`src/rtl/ddrri_pkg.sv`:
```
/*
 * constants, register map and types of the reset and initialization sequencer
 * of a ddr2 sdram controller.
 * assumes a 32-bit avalon-mm register bus with byte addresses and a 13-bit memory address.
 */
package ddrri_pkg;

    localparam int unsigned ADDR_W = 5;
    localparam int unsigned MA_W   = 13;

    // register byte offsets
    localparam logic [4:0] OFF_STATUS = 5'h04;
    localparam logic [4:0] OFF_CONFIG = 5'h08;
    localparam logic [4:0] OFF_REFR   = 5'h0c;
    localparam logic [4:0] OFF_TIM1   = 5'h10;
    localparam logic [4:0] OFF_TIM2   = 5'h14;
    localparam logic [4:0] OFF_CTRL   = 5'h18;

    // sdram_config_reg fields
    localparam int unsigned CFG_CL_LSB   = 9;
    localparam int unsigned CFG_KEY_BIT  = 15;
    localparam int unsigned CFG_DRV_BIT  = 18;
    localparam int unsigned CFG_BOOT_BIT = 23;
    localparam int unsigned CFG_W        = 24;
    // timing_reg_one write recovery field
    localparam int unsigned TIM1_WR_LSB  = 19;
    // refresh_control_reg rate field width, controller_control_reg latency width
    localparam int unsigned RFC_W        = 16;
    localparam int unsigned RL_W         = 3;

    // reset values
    localparam logic [31:0] CONFIG_RST = 32'h0000_0832;
    localparam logic [31:0] TIM1_RST   = 32'h0000_0000;
    localparam logic [31:0] TIM2_RST   = 32'h0000_0000;
    localparam logic [31:0] REFR_RST   = 32'h0000_0000;
    localparam logic [31:0] CTRL_RST   = 32'h0000_0000;

    // status bits
    localparam int unsigned ST_BUSY_BIT = 0;
    localparam int unsigned ST_DONE_BIT = 1;
    localparam int unsigned ST_PEND_BIT = 2;

    // fixed mode register bits
    localparam logic [2:0] MR_BURST8   = 3'h3;
    localparam logic [2:0] EMR1_OCD    = 3'h0;
    localparam logic [2:0] EMR1_AL     = 3'h0;
    localparam logic [MA_W-1:0] EMR_ZERO = 13'h0000;

    // bank select of each mode register
    localparam logic [2:0] BA_MR   = 3'h0;
    localparam logic [2:0] BA_EMR1 = 3'h1;
    localparam logic [2:0] BA_EMR2 = 3'h2;
    localparam logic [2:0] BA_EMR3 = 3'h3;
    // a10 high on precharge selects all banks
    localparam logic [MA_W-1:0] PALL_ADDR = 13'h0400;

    typedef enum logic [2:0] {
        DDRRI_CMD_NOP  = 3'h0,
        DDRRI_CMD_PALL = 3'h1,
        DDRRI_CMD_MRS  = 3'h2,
        DDRRI_CMD_AREF = 3'h3
    } ddrri_cmd_e;

    typedef enum logic [7:0] {
        ST_IDLE  = 8'h01,
        ST_DRAIN = 8'h02,
        ST_PALL  = 8'h04,
        ST_EMR2  = 8'h08,
        ST_EMR3  = 8'h10,
        ST_EMR1  = 8'h20,
        ST_MR    = 8'h40,
        ST_AREF  = 8'h80
    } ddrri_state_e;

endpackage : ddrri_pkg

```
`src/rtl/ddrri_mode_calc.sv`:
```
/*
 * builds the mode register and extended mode register 1 words from configuration.
 * purely combinational; the caller registers the result before it leaves the block.
 */
`timescale 1ns/1ns
module ddrri_mode_calc
    import ddrri_pkg::*;
(
    input  wire logic [2:0]      wr_recovery,
    input  wire logic [2:0]      cas_latency_field,
    input  wire logic            drive_strength,
    output logic      [MA_W-1:0] mode_word,
    output logic      [MA_W-1:0] emr1_word
);
    // fast exit, no dll reset, normal mode, sequential burst of eight
    assign mode_word = {1'b0, wr_recovery, 1'b0, 1'b0, cas_latency_field, 1'b0, MR_BURST8};

    // buffers on, dll on, fixed termination, drive from configuration
    assign emr1_word = {3'b000, EMR1_OCD, 1'b0, EMR1_AL, 1'b1, drive_strength, 1'b0};

endmodule : ddrri_mode_calc

```
`src/rtl/ddrri_sync.sv`:
```
/*
 * two flip-flop synchroniser for a group of independent levels.
 * assumes each bit is a slow level; no multi-bit coherency is provided.
 */
`timescale 1ns/1ns
module ddrri_sync
    import ddrri_pkg::*;
#(
    parameter int unsigned W = 1
) (
    input  wire logic         ref_clk,
    input  wire logic         rst,
    input  wire logic         ce,
    input  wire logic [W-1:0] async_in,
    output logic      [W-1:0] sync_out
);
    logic [W-1:0] meta;

    genvar i;
    generate
        for (i = 0; i < W; i++) begin : g_bit
            always_ff @(posedge ref_clk or posedge rst) begin
                if (rst) begin
                    meta[i]     <= 1'b0;
                    sync_out[i] <= 1'b0;
                end else if (ce) begin
                    meta[i]     <= async_in[i];
                    sync_out[i] <= meta[i];
                end
            end
        end
    endgenerate

endmodule : ddrri_sync

```
`src/rtl/ddrri_top.sv`:
```
/*
 * reset handling, register file and power-up initialization of a ddr2 controller.
 * assumes: the command scheduler reports pending accesses on same-clock access_pending and
 * discards its queues on queue_flush; link_clk is the memory command clock, sampled here.
 */
`timescale 1ns/1ns
module ddrri_top
    import ddrri_pkg::*;
(
    input  wire logic              ref_clk,
    input  wire logic              rst,
    input  wire logic              ce,
    input  wire logic              por_rst,
    input  wire logic              warm_rst,
    input  wire logic              max_rst,
    input  wire logic              sys_rst,
    input  wire logic              cpu_rst,
    input  wire logic              link_clk,
    input  wire logic              access_pending,
    input  wire logic [ADDR_W-1:0] avs_address,
    input  wire logic              avs_read,
    input  wire logic              avs_write,
    input  wire logic [31:0]       avs_writedata,
    input  wire logic [3:0]        avs_byteenable,
    output logic      [31:0]       avs_readdata,
    output logic                   avs_waitrequest,
    output logic      [2:0]        mem_cmd,
    output logic      [2:0]        mem_ba,
    output logic      [MA_W-1:0]   mem_addr,
    output logic                   queue_flush,
    output logic                   init_busy,
    output logic                   hold_access,
    output logic      [RL_W-1:0]   read_latency_sel,
    output logic                   irq,
    output logic                   dma_event
);

    logic                hard_rst;
    logic [1:0]          soft_src;
    logic                soft_rst;
    logic                link_s;
    logic                link_q;
    logic                link_rise;
    logic                soft_q;
    logic                soft_fall;

    logic [31:0]         sdram_config_reg;
    logic [31:0]         timing_reg_one;
    logic [31:0]         timing_reg_two;
    logic [31:0]         refresh_control_reg;
    logic [31:0]         controller_control_reg;

    logic                acc_take;
    logic                wr_take;
    logic [31:0]         next_readdata;
    logic [31:0]         wmask;
    logic                cfg_low_write;

    ddrri_state_e        state;
    ddrri_state_e        next_state;
    logic                init_req;
    logic                init_from_cfg;
    logic                init_done;
    logic [MA_W-1:0]     mode_word;
    logic [MA_W-1:0]     emr1_word;

    // any of the four chip resets clears everything, asynchronously
    assign hard_rst = rst | por_rst | warm_rst | max_rst;

    ddrri_sync #(.W(2)) u_soft_sync (
        .ref_clk  (ref_clk),
        .rst      (hard_rst),
        .ce       (ce),
        .async_in ({sys_rst, cpu_rst}),
        .sync_out (soft_src)
    );

    assign soft_rst = |soft_src;

    // link clock is only sampled; commands step on its rising edges
    ddrri_sync #(.W(1)) u_link_sync (
        .ref_clk  (ref_clk),
        .rst      (hard_rst),
        .ce       (ce),
        .async_in (link_clk),
        .sync_out (link_s)
    );

    always_ff @(posedge ref_clk or posedge hard_rst) begin
        if (hard_rst) begin
            link_q <= 1'b0;
            soft_q <= 1'b0;
        end else if (ce) begin
            link_q <= link_s;
            soft_q <= soft_rst;
        end
    end

    assign link_rise = link_s & ~link_q;
    assign soft_fall = soft_q & ~soft_rst;

    // byte-enable mask for partial writes
    genvar b;
    generate
        for (b = 0; b < 4; b++) begin : g_lane
            assign wmask[8*b +: 8] = {8{avs_byteenable[b]}};
        end
    endgenerate

    // request is accepted one cycle after it appears; none while a reset stands
    assign acc_take = (avs_read | avs_write) & avs_waitrequest & ~soft_rst;
    assign wr_take  = avs_write & ~avs_waitrequest & ~soft_rst;
    assign cfg_low_write = wr_take && (avs_address == OFF_CONFIG)
                        && (|avs_byteenable[1:0]);

    always_comb begin
        next_readdata = 32'h0000_0000;
        unique case (avs_address)
            OFF_STATUS: begin
                next_readdata[ST_BUSY_BIT] = init_busy;
                next_readdata[ST_DONE_BIT] = init_done;
                next_readdata[ST_PEND_BIT] = access_pending;
            end
            OFF_CONFIG: next_readdata = sdram_config_reg;
            OFF_REFR:   next_readdata = refresh_control_reg;
            OFF_TIM1:   next_readdata = timing_reg_one;
            OFF_TIM2:   next_readdata = timing_reg_two;
            OFF_CTRL:   next_readdata = controller_control_reg;
            default:    next_readdata = 32'h0000_0000;
        endcase
    end

    // bus handshake; hard reset forces waitrequest high, soft reset holds it high
    always_ff @(posedge ref_clk or posedge hard_rst) begin
        if (hard_rst) begin
            avs_waitrequest <= 1'b1;
            avs_readdata    <= 32'h0000_0000;
        end else if (ce) begin
            if (acc_take) begin
                avs_waitrequest <= 1'b0;
                avs_readdata    <= avs_read ? next_readdata : 32'h0000_0000;
            end else begin
                avs_waitrequest <= 1'b1;
            end
        end
    end

    // configuration survives a soft reset; only hard reset clears it
    always_ff @(posedge ref_clk or posedge hard_rst) begin
        if (hard_rst) begin
            sdram_config_reg <= CONFIG_RST;
        end else if (ce && wr_take && avs_address == OFF_CONFIG) begin
            sdram_config_reg <= (sdram_config_reg & ~wmask) | (avs_writedata & wmask);
            // drive strength moves only on the write that drops the boot key
            if (!(sdram_config_reg[CFG_BOOT_BIT] && avs_byteenable[CFG_DRV_BIT/8]
                  && !avs_writedata[CFG_BOOT_BIT])) begin
                sdram_config_reg[CFG_DRV_BIT] <= sdram_config_reg[CFG_DRV_BIT];
            end
            sdram_config_reg[31:CFG_W] <= '0;
        end
    end

    // timing registers are locked unless the key is set
    always_ff @(posedge ref_clk or posedge hard_rst) begin
        if (hard_rst) begin
            timing_reg_one <= TIM1_RST;
            timing_reg_two <= TIM2_RST;
        end else if (ce && wr_take && sdram_config_reg[CFG_KEY_BIT]) begin
            if (avs_address == OFF_TIM1) begin
                timing_reg_one <= (timing_reg_one & ~wmask) | (avs_writedata & wmask);
            end
            if (avs_address == OFF_TIM2) begin
                timing_reg_two <= (timing_reg_two & ~wmask) | (avs_writedata & wmask);
            end
        end
    end

    always_ff @(posedge ref_clk or posedge hard_rst) begin
        if (hard_rst) begin
            refresh_control_reg    <= REFR_RST;
            controller_control_reg <= CTRL_RST;
        end else if (ce && wr_take) begin
            if (avs_address == OFF_REFR) begin
                refresh_control_reg <= (refresh_control_reg & ~wmask)
                                     | (avs_writedata & wmask & {{(32-RFC_W){1'b0}},
                                                                 {RFC_W{1'b1}}});
            end
            if (avs_address == OFF_CTRL) begin
                controller_control_reg <= (controller_control_reg & ~wmask)
                                        | (avs_writedata & wmask
                                           & {{(32-RL_W){1'b0}}, {RL_W{1'b1}}});
            end
        end
    end

    // values come from registers as they currently stand, also after a soft reset
    ddrri_mode_calc u_mode (
        .wr_recovery       (timing_reg_one[TIM1_WR_LSB +: 3]),
        .cas_latency_field (sdram_config_reg[CFG_CL_LSB +: 3]),
        .drive_strength    (sdram_config_reg[CFG_DRV_BIT]),
        .mode_word         (mode_word),
        .emr1_word         (emr1_word)
    );

    // pending start: set by reset or a configuration write enabling byte 0 or byte 1
    always_ff @(posedge ref_clk or posedge hard_rst) begin
        if (hard_rst) begin
            init_req      <= 1'b1;
            init_from_cfg <= 1'b0;
        end else if (ce) begin
            if (soft_rst) begin
                init_req      <= 1'b1;
                init_from_cfg <= 1'b0;
            end else if (cfg_low_write) begin
                init_req      <= 1'b1;
                init_from_cfg <= 1'b1;
            end else if (state == ST_IDLE && init_req) begin
                init_req <= 1'b0;
            end
        end
    end

    always_comb begin
        next_state = state;
        unique case (state)
            ST_IDLE: begin
                if (init_req) begin
                    next_state = init_from_cfg ? ST_DRAIN : ST_PALL;
                end
            end
            ST_DRAIN: begin
                if (!access_pending) begin
                    next_state = ST_PALL;
                end
            end
            ST_PALL: if (link_rise) next_state = ST_EMR2;
            ST_EMR2: if (link_rise) next_state = ST_EMR3;
            ST_EMR3: if (link_rise) next_state = ST_EMR1;
            ST_EMR1: if (link_rise) next_state = ST_MR;
            ST_MR:   if (link_rise) next_state = ST_AREF;
            ST_AREF: if (link_rise) next_state = ST_IDLE;
            default: next_state = ST_IDLE;
        endcase
    end

    always_ff @(posedge ref_clk or posedge hard_rst) begin
        if (hard_rst) begin
            state <= ST_IDLE;
        end else if (ce) begin
            if (soft_rst) begin
                state <= ST_IDLE;
            end else begin
                state <= next_state;
            end
        end
    end

    // one command per link edge; nop between them
    always_ff @(posedge ref_clk or posedge hard_rst) begin
        if (hard_rst) begin
            mem_cmd  <= DDRRI_CMD_NOP;
            mem_ba   <= 3'h0;
            mem_addr <= '0;
        end else if (ce) begin
            mem_cmd  <= DDRRI_CMD_NOP;
            mem_ba   <= 3'h0;
            mem_addr <= '0;
            if (!soft_rst && link_rise) begin
                unique case (state)
                    ST_PALL: begin
                        mem_cmd  <= DDRRI_CMD_PALL;
                        mem_addr <= PALL_ADDR;
                    end
                    ST_EMR2: begin
                        mem_cmd  <= DDRRI_CMD_MRS;
                        mem_ba   <= BA_EMR2;
                        mem_addr <= EMR_ZERO;
                    end
                    ST_EMR3: begin
                        mem_cmd  <= DDRRI_CMD_MRS;
                        mem_ba   <= BA_EMR3;
                        mem_addr <= EMR_ZERO;
                    end
                    ST_EMR1: begin
                        mem_cmd  <= DDRRI_CMD_MRS;
                        mem_ba   <= BA_EMR1;
                        mem_addr <= emr1_word;
                    end
                    ST_MR: begin
                        mem_cmd  <= DDRRI_CMD_MRS;
                        mem_ba   <= BA_MR;
                        mem_addr <= mode_word;
                    end
                    ST_AREF: mem_cmd <= DDRRI_CMD_AREF;
                    default: mem_cmd <= DDRRI_CMD_NOP;
                endcase
            end
        end
    end

    // queues are flushed on reset so stale traffic never reaches the memory
    always_ff @(posedge ref_clk or posedge hard_rst) begin
        if (hard_rst) begin
            queue_flush <= 1'b1;
        end else if (ce) begin
            queue_flush <= soft_rst;
        end
    end

    // scheduler stops taking new accesses once a reset start is pending; a configured start holds it only after the drain
    always_ff @(posedge ref_clk or posedge hard_rst) begin
        if (hard_rst) begin
            init_busy   <= 1'b1;
            hold_access <= 1'b1;
            init_done   <= 1'b0;
        end else if (ce) begin
            init_busy   <= soft_rst | init_req | (next_state != ST_IDLE);
            hold_access <= soft_rst | (next_state != ST_IDLE && next_state != ST_DRAIN)
                         | (init_req & ~init_from_cfg);
            if (soft_rst || soft_fall || cfg_low_write) begin
                init_done <= 1'b0;
            end else if (state == ST_AREF && link_rise) begin
                init_done <= 1'b1;
            end
        end
    end

    always_ff @(posedge ref_clk or posedge hard_rst) begin
        if (hard_rst) begin
            read_latency_sel <= CTRL_RST[RL_W-1:0];
        end else if (ce) begin
            read_latency_sel <= controller_control_reg[RL_W-1:0];
        end
    end

    // never an interrupt and never a dma trigger; no halt input, so debug access is unaffected
    always_ff @(posedge ref_clk or posedge hard_rst) begin
        if (hard_rst) begin
            irq       <= 1'b0;
            dma_event <= 1'b0;
        end else if (ce) begin
            irq       <= 1'b0;
            dma_event <= 1'b0;
        end
    end

endmodule : ddrri_top
```
`config.mk`:
```
export PLATFORM = sky130hd
export DESIGN_NAME = ddrri_top
export DESIGN_NICKNAME = d
export VERILOG_FILES = /design/src/rtl/ddrri_pkg.sv /design/src/rtl/ddrri_mode_calc.sv /design/src/rtl/ddrri_sync.sv /design/src/rtl/ddrri_top.sv
export SDC_FILE = /design/constraint.sdc
export NUM_CORES = 1
export LEC_CHECK = 0
export BUFFER_PORTS_ARGS = -buffer_cell sky130_fd_sc_hd__buf_4
export CORE_AREA = 4 4 146 148
export CTS_CLUSTER_SIZE = 24
export DETAILED_ROUTE_END_ITERATION = 10
export DIE_AREA = 0 0 150 152
export PLACE_DENSITY = 0.69
export SYNTH_ARGS = -nofsm -noshare
export SYNTH_HDL_FRONTEND = slang
export SYNTH_HIERARCHICAL = 1
export SYNTH_SLANG_ARGS = --single-unit
export TNS_END_PERCENT = 30
```
`constraint.sdc`:
```
create_clock -name ref_clk -period 92.2 [get_ports ref_clk]
set_input_delay 27.66 -clock ref_clk [delete_from_list [all_inputs] [get_ports ref_clk]]
set_output_delay 27.66 -clock ref_clk [all_outputs]
set_load 0.02 [all_outputs]
```
==> results of run 1 <==
## worst max-delay path by stage
stage,from,endpoint,slack (ns),cells past startpoint
4_1_cts,ce,register,62.21,7
3_3_place_gp,avs_address[4],register,61.82,6
6_report,ce,register,62.19,7
2_1_floorplan,rst,async pin,33.88,1
3_5_place_dp,ce,register,61.69,7
5_1_grt,ce,controller_control_reg[10],61.89,7
## per-layer routing
layer | vias to the layer above | track usage
li1 | 3039 | -
met1 | 3380 | 0.284
met2 | 201 | 0.336
met3 | 37 | 0.0346
met4 | 2 | 0.0523
met5 | - | 0
## synthesized netlist by cell type, types with 9 or more instances
cell type  count  area, um^2
a222oi_1      24         240
a22o_1        35         307
a22oi_1       52         390
and2_1        19         119
buf_2         12        60.1
buf_4         34         255
clkbuf_1      26        97.6
dfrtp_1      217        5430
dfstp_2       10         263
inv_1         27         101
mux2_2       116        1310
nand2_1       44         165
nand4_1        9        56.3
nor2_1        16        60.1
nor2b_1       35         219
o22ai_1       18         113
## power groups by stage
stage          Clock (W)  Sequential (W)  Combinational, W
4_1_cts        0.0000984        0.000103         0.0000129
3_5_place_dp           0        0.000105         0.0000128
2_1_floorplan          0        0.000104        0.00000851
5_1_grt         0.000103        0.000103         0.0000143
6_report       0.0000964        0.000103         0.0000128
3_3_place_gp           0        0.000105         0.0000127
## logic make-up (layout without fill, tap and decap cells)
kind of cell    after synthesis  in the layout  share of synthesized area
flops                       227            227                      0.574
compound gates              171            171                      0.135
simple gates                165            165                     0.0980
mux                         119            119                      0.135
buf+inv                     102            188                     0.0545
other cells                   3             23                    0.00114
xor+xnor                      3              3                    0.00265
## layout make-up
class                      count  area share
timing repair buffer         118      0.0774
sequential                   227       0.490
tap                          270      0.0291
clock buffer                  40      0.0656
multi-input combinational    481       0.325
inverter                      27     0.00873
clock inverter                 3     0.00377
## metrics by stage
step                area [um^2]  hold slack (ns)  utilization
finish                    11600            0.486        0.579
global route              11600            0.502        0.579
CTS                       11600            0.489        0.579
detailed placement        10800            0.472        0.539
global placement          10800            0.469        0.539
floorplan                  9990            0.454            -
==> flow_metrics.env, run 1 <==
export IMPL_highest_layer="met5"
export IMPL_p_clk_frac=0.455
export IMPL_report_final_setup_viol=0
export IMPL_multi_input_area_um2=3770
export IMPL_r2r_setup_slack_ns=89.38
export IMPL_drt_pass1_iterations=6
export IMPL_r2r_start="u_soft_sync/sync_out[1]"
export IMPL_min_from="controller_control_reg[31]"
export IMPL_critPathRequiredTime_ns=92.59
export IMPL_drive_gt1_frac=0.331
export IMPL_p_leak_nw=5.73
export IMPL_place_hpwl_mm=15.1
export IMPL_async_flop_share=1.00
export IMPL_cts_resized_gates=0
export IMPL_hold_depth=1
export IMPL_netlist_instances=790
export IMPL_drt_iter0_markers=538
export IMPL_wl_met3_mm=1.23
export IMPL_syn_area_per_cell_um2=12.6
export IMPL_ys_warn_count=6
export IMPL_hp_class="reg2reg"
export IMPL_syn_area_um2=9920
export IMPL_path_clk_slew_ns=0.06
export IMPL_overflow=0
export IMPL_start_util=0.495
export IMPL_rsz0062_at_grt="no"
export IMPL_grt_use_total=0.205
export IMPL_worstPathCellList="buf_4 -> nor3b_1 -> buf_4 -> and2_1 -> nand2_1 -> nor3_2 -> mux2_2"
export IMPL_cts_tree="done"
export IMPL_diodes=0
export IMPL_dieArea_um2=22800
export IMPL_ys_seq_area_frac=0.574
export IMPL_clk_latency_ns=0.51
export IMPL_fin_setup_tns_ns=0
export IMPL_die_x_um=150
export IMPL_wl_met1_mm=10.1
export IMPL_synth_seq_cells=227
export IMPL_final_cell_mix="dfrtp_1 (217), buf_4 (117), mux2_2 (116)"
export IMPL_max_freq_mhz=33.3
export IMPL_grt_pass1_wl_mm=37.8
export IMPL_layout_min_cycle_time_ns=30.01
export IMPL_seqCellArea_um2=5690
export IMPL_path_max_fanout=46
export IMPL_postCtsSetupBuffers=0
export IMPL_rows=52
export IMPL_hold_viol=0
export IMPL_fin_cells=1166
export IMPL_finalClockSkew_ns=0.0107
export IMPL_dp_worst_setup_slack_ns=61.69
export IMPL_total_power_w=0.000212
export IMPL_rr_worst_depth=6
export IMPL_holdBufCountCts=0
export IMPL_synth_edf_count=0
export IMPL_area_delta_synth_final_pct=17.1
export IMPL_worst_setup_path_end_kind="register"
export IMPL_slowest_delay_ns=0.54
export IMPL_ys_types=58
export IMPL_cts_buffers=24
export IMPL_critical_path_class="in2reg"
export IMPL_power_share_combinational=0.060
export IMPL_switching_share=0.221
export IMPL_peakVddDrop_uv=14.7
export IMPL_antenna_found_initial=1
export IMPL_root_buffer="clkbuf_16"
export IMPL_tightest_slew_ns=0.994
export IMPL_nNetsFinal=932
export IMPL_met2_length_mm=11.2
export IMPL_die_height_um=152
export IMPL_io_buffers=108
export IMPL_cp_top_family="simple AND/OR/NAND/NOR gates"
export IMPL_synth_ff_type="dfrtp_1"
export IMPL_antenna_left=0
export IMPL_slew_viol_final=0
export IMPL_cpMostUsedCell="buf_4"
export IMPL_outcome="complete, no violations"
export IMPL_totalWireLength_mm=23.0
export IMPL_holdPathEnd="controller_control_reg[31]"
export IMPL_dp_cells=1123
export IMPL_worst_slack_ns=62.19
export IMPL_p_int_w=0.000165
export IMPL_powerDensity_nw_per_um2=18.3
export IMPL_cts_max_path_buffers=3
export IMPL_final_common_cell="dfrtp_1"
export IMPL_avgRoutedWirePerCell_um=19.8
export IMPL_drc=0
export IMPL_ctsHtreeMaxLevel=1
export IMPL_start_kind="input pin"
export IMPL_path_buf_inv=2
export IMPL_cp_slowest_cell="nor3b_1"
export IMPL_seq_power_share=0.485
export IMPL_core_area_um2=20000
export IMPL_viasPerCell=5.71
export IMPL_grt_start_max_net_pins=151
export IMPL_relSlewSlack=0.333
export IMPL_cts_sinks=227
export IMPL_grt_pass1_vias=6986
export IMPL_arrival_ns=30.40
export IMPL_vias=6659
export IMPL_place_gp_congestion=0.844
export IMPL_drv_cap=0
export IMPL_pin_count=113
export IMPL_power_switching_w=0.0000469
export IMPL_n_fill_cell=1668
export IMPL_period_share=0.325
(Power assumes the default switching activity.)
==> run 2, diff against run 1 <==
==> constraint.sdc (replaced) <==
create_clock -name ref_clk -period 30.5 [get_ports ref_clk]
set_input_delay 9.15 -clock ref_clk [delete_from_list [all_inputs] [get_ports ref_clk]]
set_output_delay 9.15 -clock ref_clk [all_outputs]
set_load 0.02 [all_outputs]
==> run 2 against run 1 <==
  * First-iteration DRC count is 3.3% lower
  * Flip-flop and latch count stayed put
  * Highest routed layer unchanged
  * Cell count is 0.17% higher
  * Wire length is 1.1% lower
  * Power grew to 3.0 times the previous value
  * Count of clock-buffer cells in the layout is 2 lower
==> flow_metrics.env, run 2 (synthesized netlist as in run 1, its figures left out) <==
export IMPL_outcome="complete, no violations"
export IMPL_cts_buffers=24
export IMPL_path_buf_inv=2
export IMPL_relSlewSlack=0.220
export IMPL_avgRoutedWirePerCell_um=19.5
export IMPL_worst_setup_path_end_kind="register"
export IMPL_clk_latency_ns=0.52
export IMPL_critical_path_class="in2reg"
export IMPL_worstPathCellList="buf_4 -> nor3b_1 -> buf_4 -> and2_1 -> nand2_1 -> nor3_1 -> nor2b_1"
export IMPL_totalWireLength_mm=22.8
export IMPL_cpMostUsedCell="buf_4"
export IMPL_die_x_um=150
export IMPL_pin_count=113
export IMPL_n_fill_cell=1685
export IMPL_cp_top_family="simple AND/OR/NAND/NOR gates"
export IMPL_drt_pass1_iterations=7
export IMPL_start_kind="input pin"
export IMPL_viasPerCell=5.70
export IMPL_place_gp_congestion=0.849
export IMPL_root_buffer="clkbuf_16"
export IMPL_layout_min_cycle_time_ns=11.51
export IMPL_critPathRequiredTime_ns=30.85
export IMPL_antenna_found_initial=1
export IMPL_die_height_um=152
export IMPL_drv_cap=0
export IMPL_grt_use_total=0.200
export IMPL_nNetsFinal=933
export IMPL_rows=52
export IMPL_tightest_slew_ns=1.16
export IMPL_overflow=0
export IMPL_period_share=0.377
export IMPL_fin_cells=1168
export IMPL_area_delta_synth_final_pct=17.2
export IMPL_grt_pass1_vias=6742
export IMPL_hold_viol=0
export IMPL_place_hpwl_mm=15.2
export IMPL_path_max_fanout=46
export IMPL_peakVddDrop_uv=41.3
export IMPL_cts_tree="done"
export IMPL_arrival_ns=11.86
export IMPL_path_clk_slew_ns=0.06
export IMPL_cp_slowest_cell="nor3_1"
export IMPL_drt_iter0_markers=520
export IMPL_core_area_um2=20000
export IMPL_start_util=0.495
export IMPL_hold_ws_ns=0.483
export IMPL_io_buffers=108
export IMPL_drc=0
export IMPL_final_common_cell="dfrtp_1"
export IMPL_dp_cells=1124
export IMPL_rsz0062_at_grt="no"
export IMPL_cts_sinks=227
export IMPL_cts_max_path_buffers=3
export IMPL_slowest_delay_ns=0.94
export IMPL_diodes=0
export IMPL_slew_viol_final=0
export IMPL_postCtsSetupBuffers=0
export IMPL_ctsHtreeMaxLevel=1
export IMPL_max_freq_mhz=86.9
export IMPL_report_final_setup_viol=0
export IMPL_finalClockSkew_ns=0.0192
export IMPL_grt_pass1_wl_mm=37.1
export IMPL_grt_start_max_net_pins=148
export IMPL_final_cell_mix="dfrtp_1 (217), buf_4 (118), mux2_2 (116)"
export IMPL_cts_resized_gates=0
export IMPL_vias=6661
export IMPL_p_leak_nw=5.74
export IMPL_powerDensity_nw_per_um2=55.2
export IMPL_hp_class="reg2reg"
export IMPL_total_power_w=0.000642
export IMPL_dieArea_um2=22800
export IMPL_fin_setup_tns_ns=0
export IMPL_holdBufCountCts=0
export IMPL_antenna_left=0
export IMPL_drive_gt1_frac=0.332
-- run 2: cell types whose count changed in the layout (fill, tap and decap cells not counted), sizes merged --
cell | previous run | this run
clkbuf | 40 | 38
bufinv | 1 | 2
clkinv | 2 | 4
buf | 118 | 119
-- run 2: per-layer routing --
metal  part of all wire  vias up  track usage  wire [um]
met5            0.00031        -            0          7
met4              0.014        2       0.0383        323
met3              0.061       29       0.0322       1390
met2               0.47      207        0.318      10700
met1               0.46     3388        0.296      10400
li1                   -     3035            -          -
-- run 2: through the flow --
step            util  area (um^2)  worst slack [ns]
3_3_place_gp   0.540        10800             18.54
4_1_cts        0.580        11600             19.05
5_1_grt        0.580        11600             18.82
3_5_place_dp   0.540        10800             18.48
6_report       0.580        11600             18.99
2_1_floorplan      -        10000              4.09
-- run 2: cell type report --
class	count	area (um^2)	area share
multi-input combinational	481	3780	0.325
clock buffer	38	713	0.0613
clock inverter	6	91.3	0.00786
timing repair buffer	119	906	0.0779
sequential	227	5690	0.490
tap	270	338	0.0291
inverter	27	101	0.00872
-- run 2: final timing paths --
path / from / to / slack [ns] / depth (start not counted)
worst min register to register: controller_control_reg[31] / controller_control_reg[31] / 0.48 / 1
worst max register to register: u_soft_sync/sync_out[1] / controller_control_reg[8] / 27.68 / 6
max in group asynchronous: por_rst / u_soft_sync/meta[1] / 19.82 / 6
worst min-delay path: controller_control_reg[31] / controller_control_reg[31] / 0.48 / 1
worst max-delay path: ce / controller_control_reg[8] / 18.99 / 7
min in group asynchronous: max_rst / async pin / 9.03 / 3
-- run 2: power by group --
part / switching [W] / internal, W / total, W
logic: 0.0000238 / 0.0000150 / 0.0000389
registers: 0.00000421 / 0.000307 / 0.000311
clock network: 0.000115 / 0.000177 / 0.000293
total: 0.000143 / 0.000499 / 0.000642
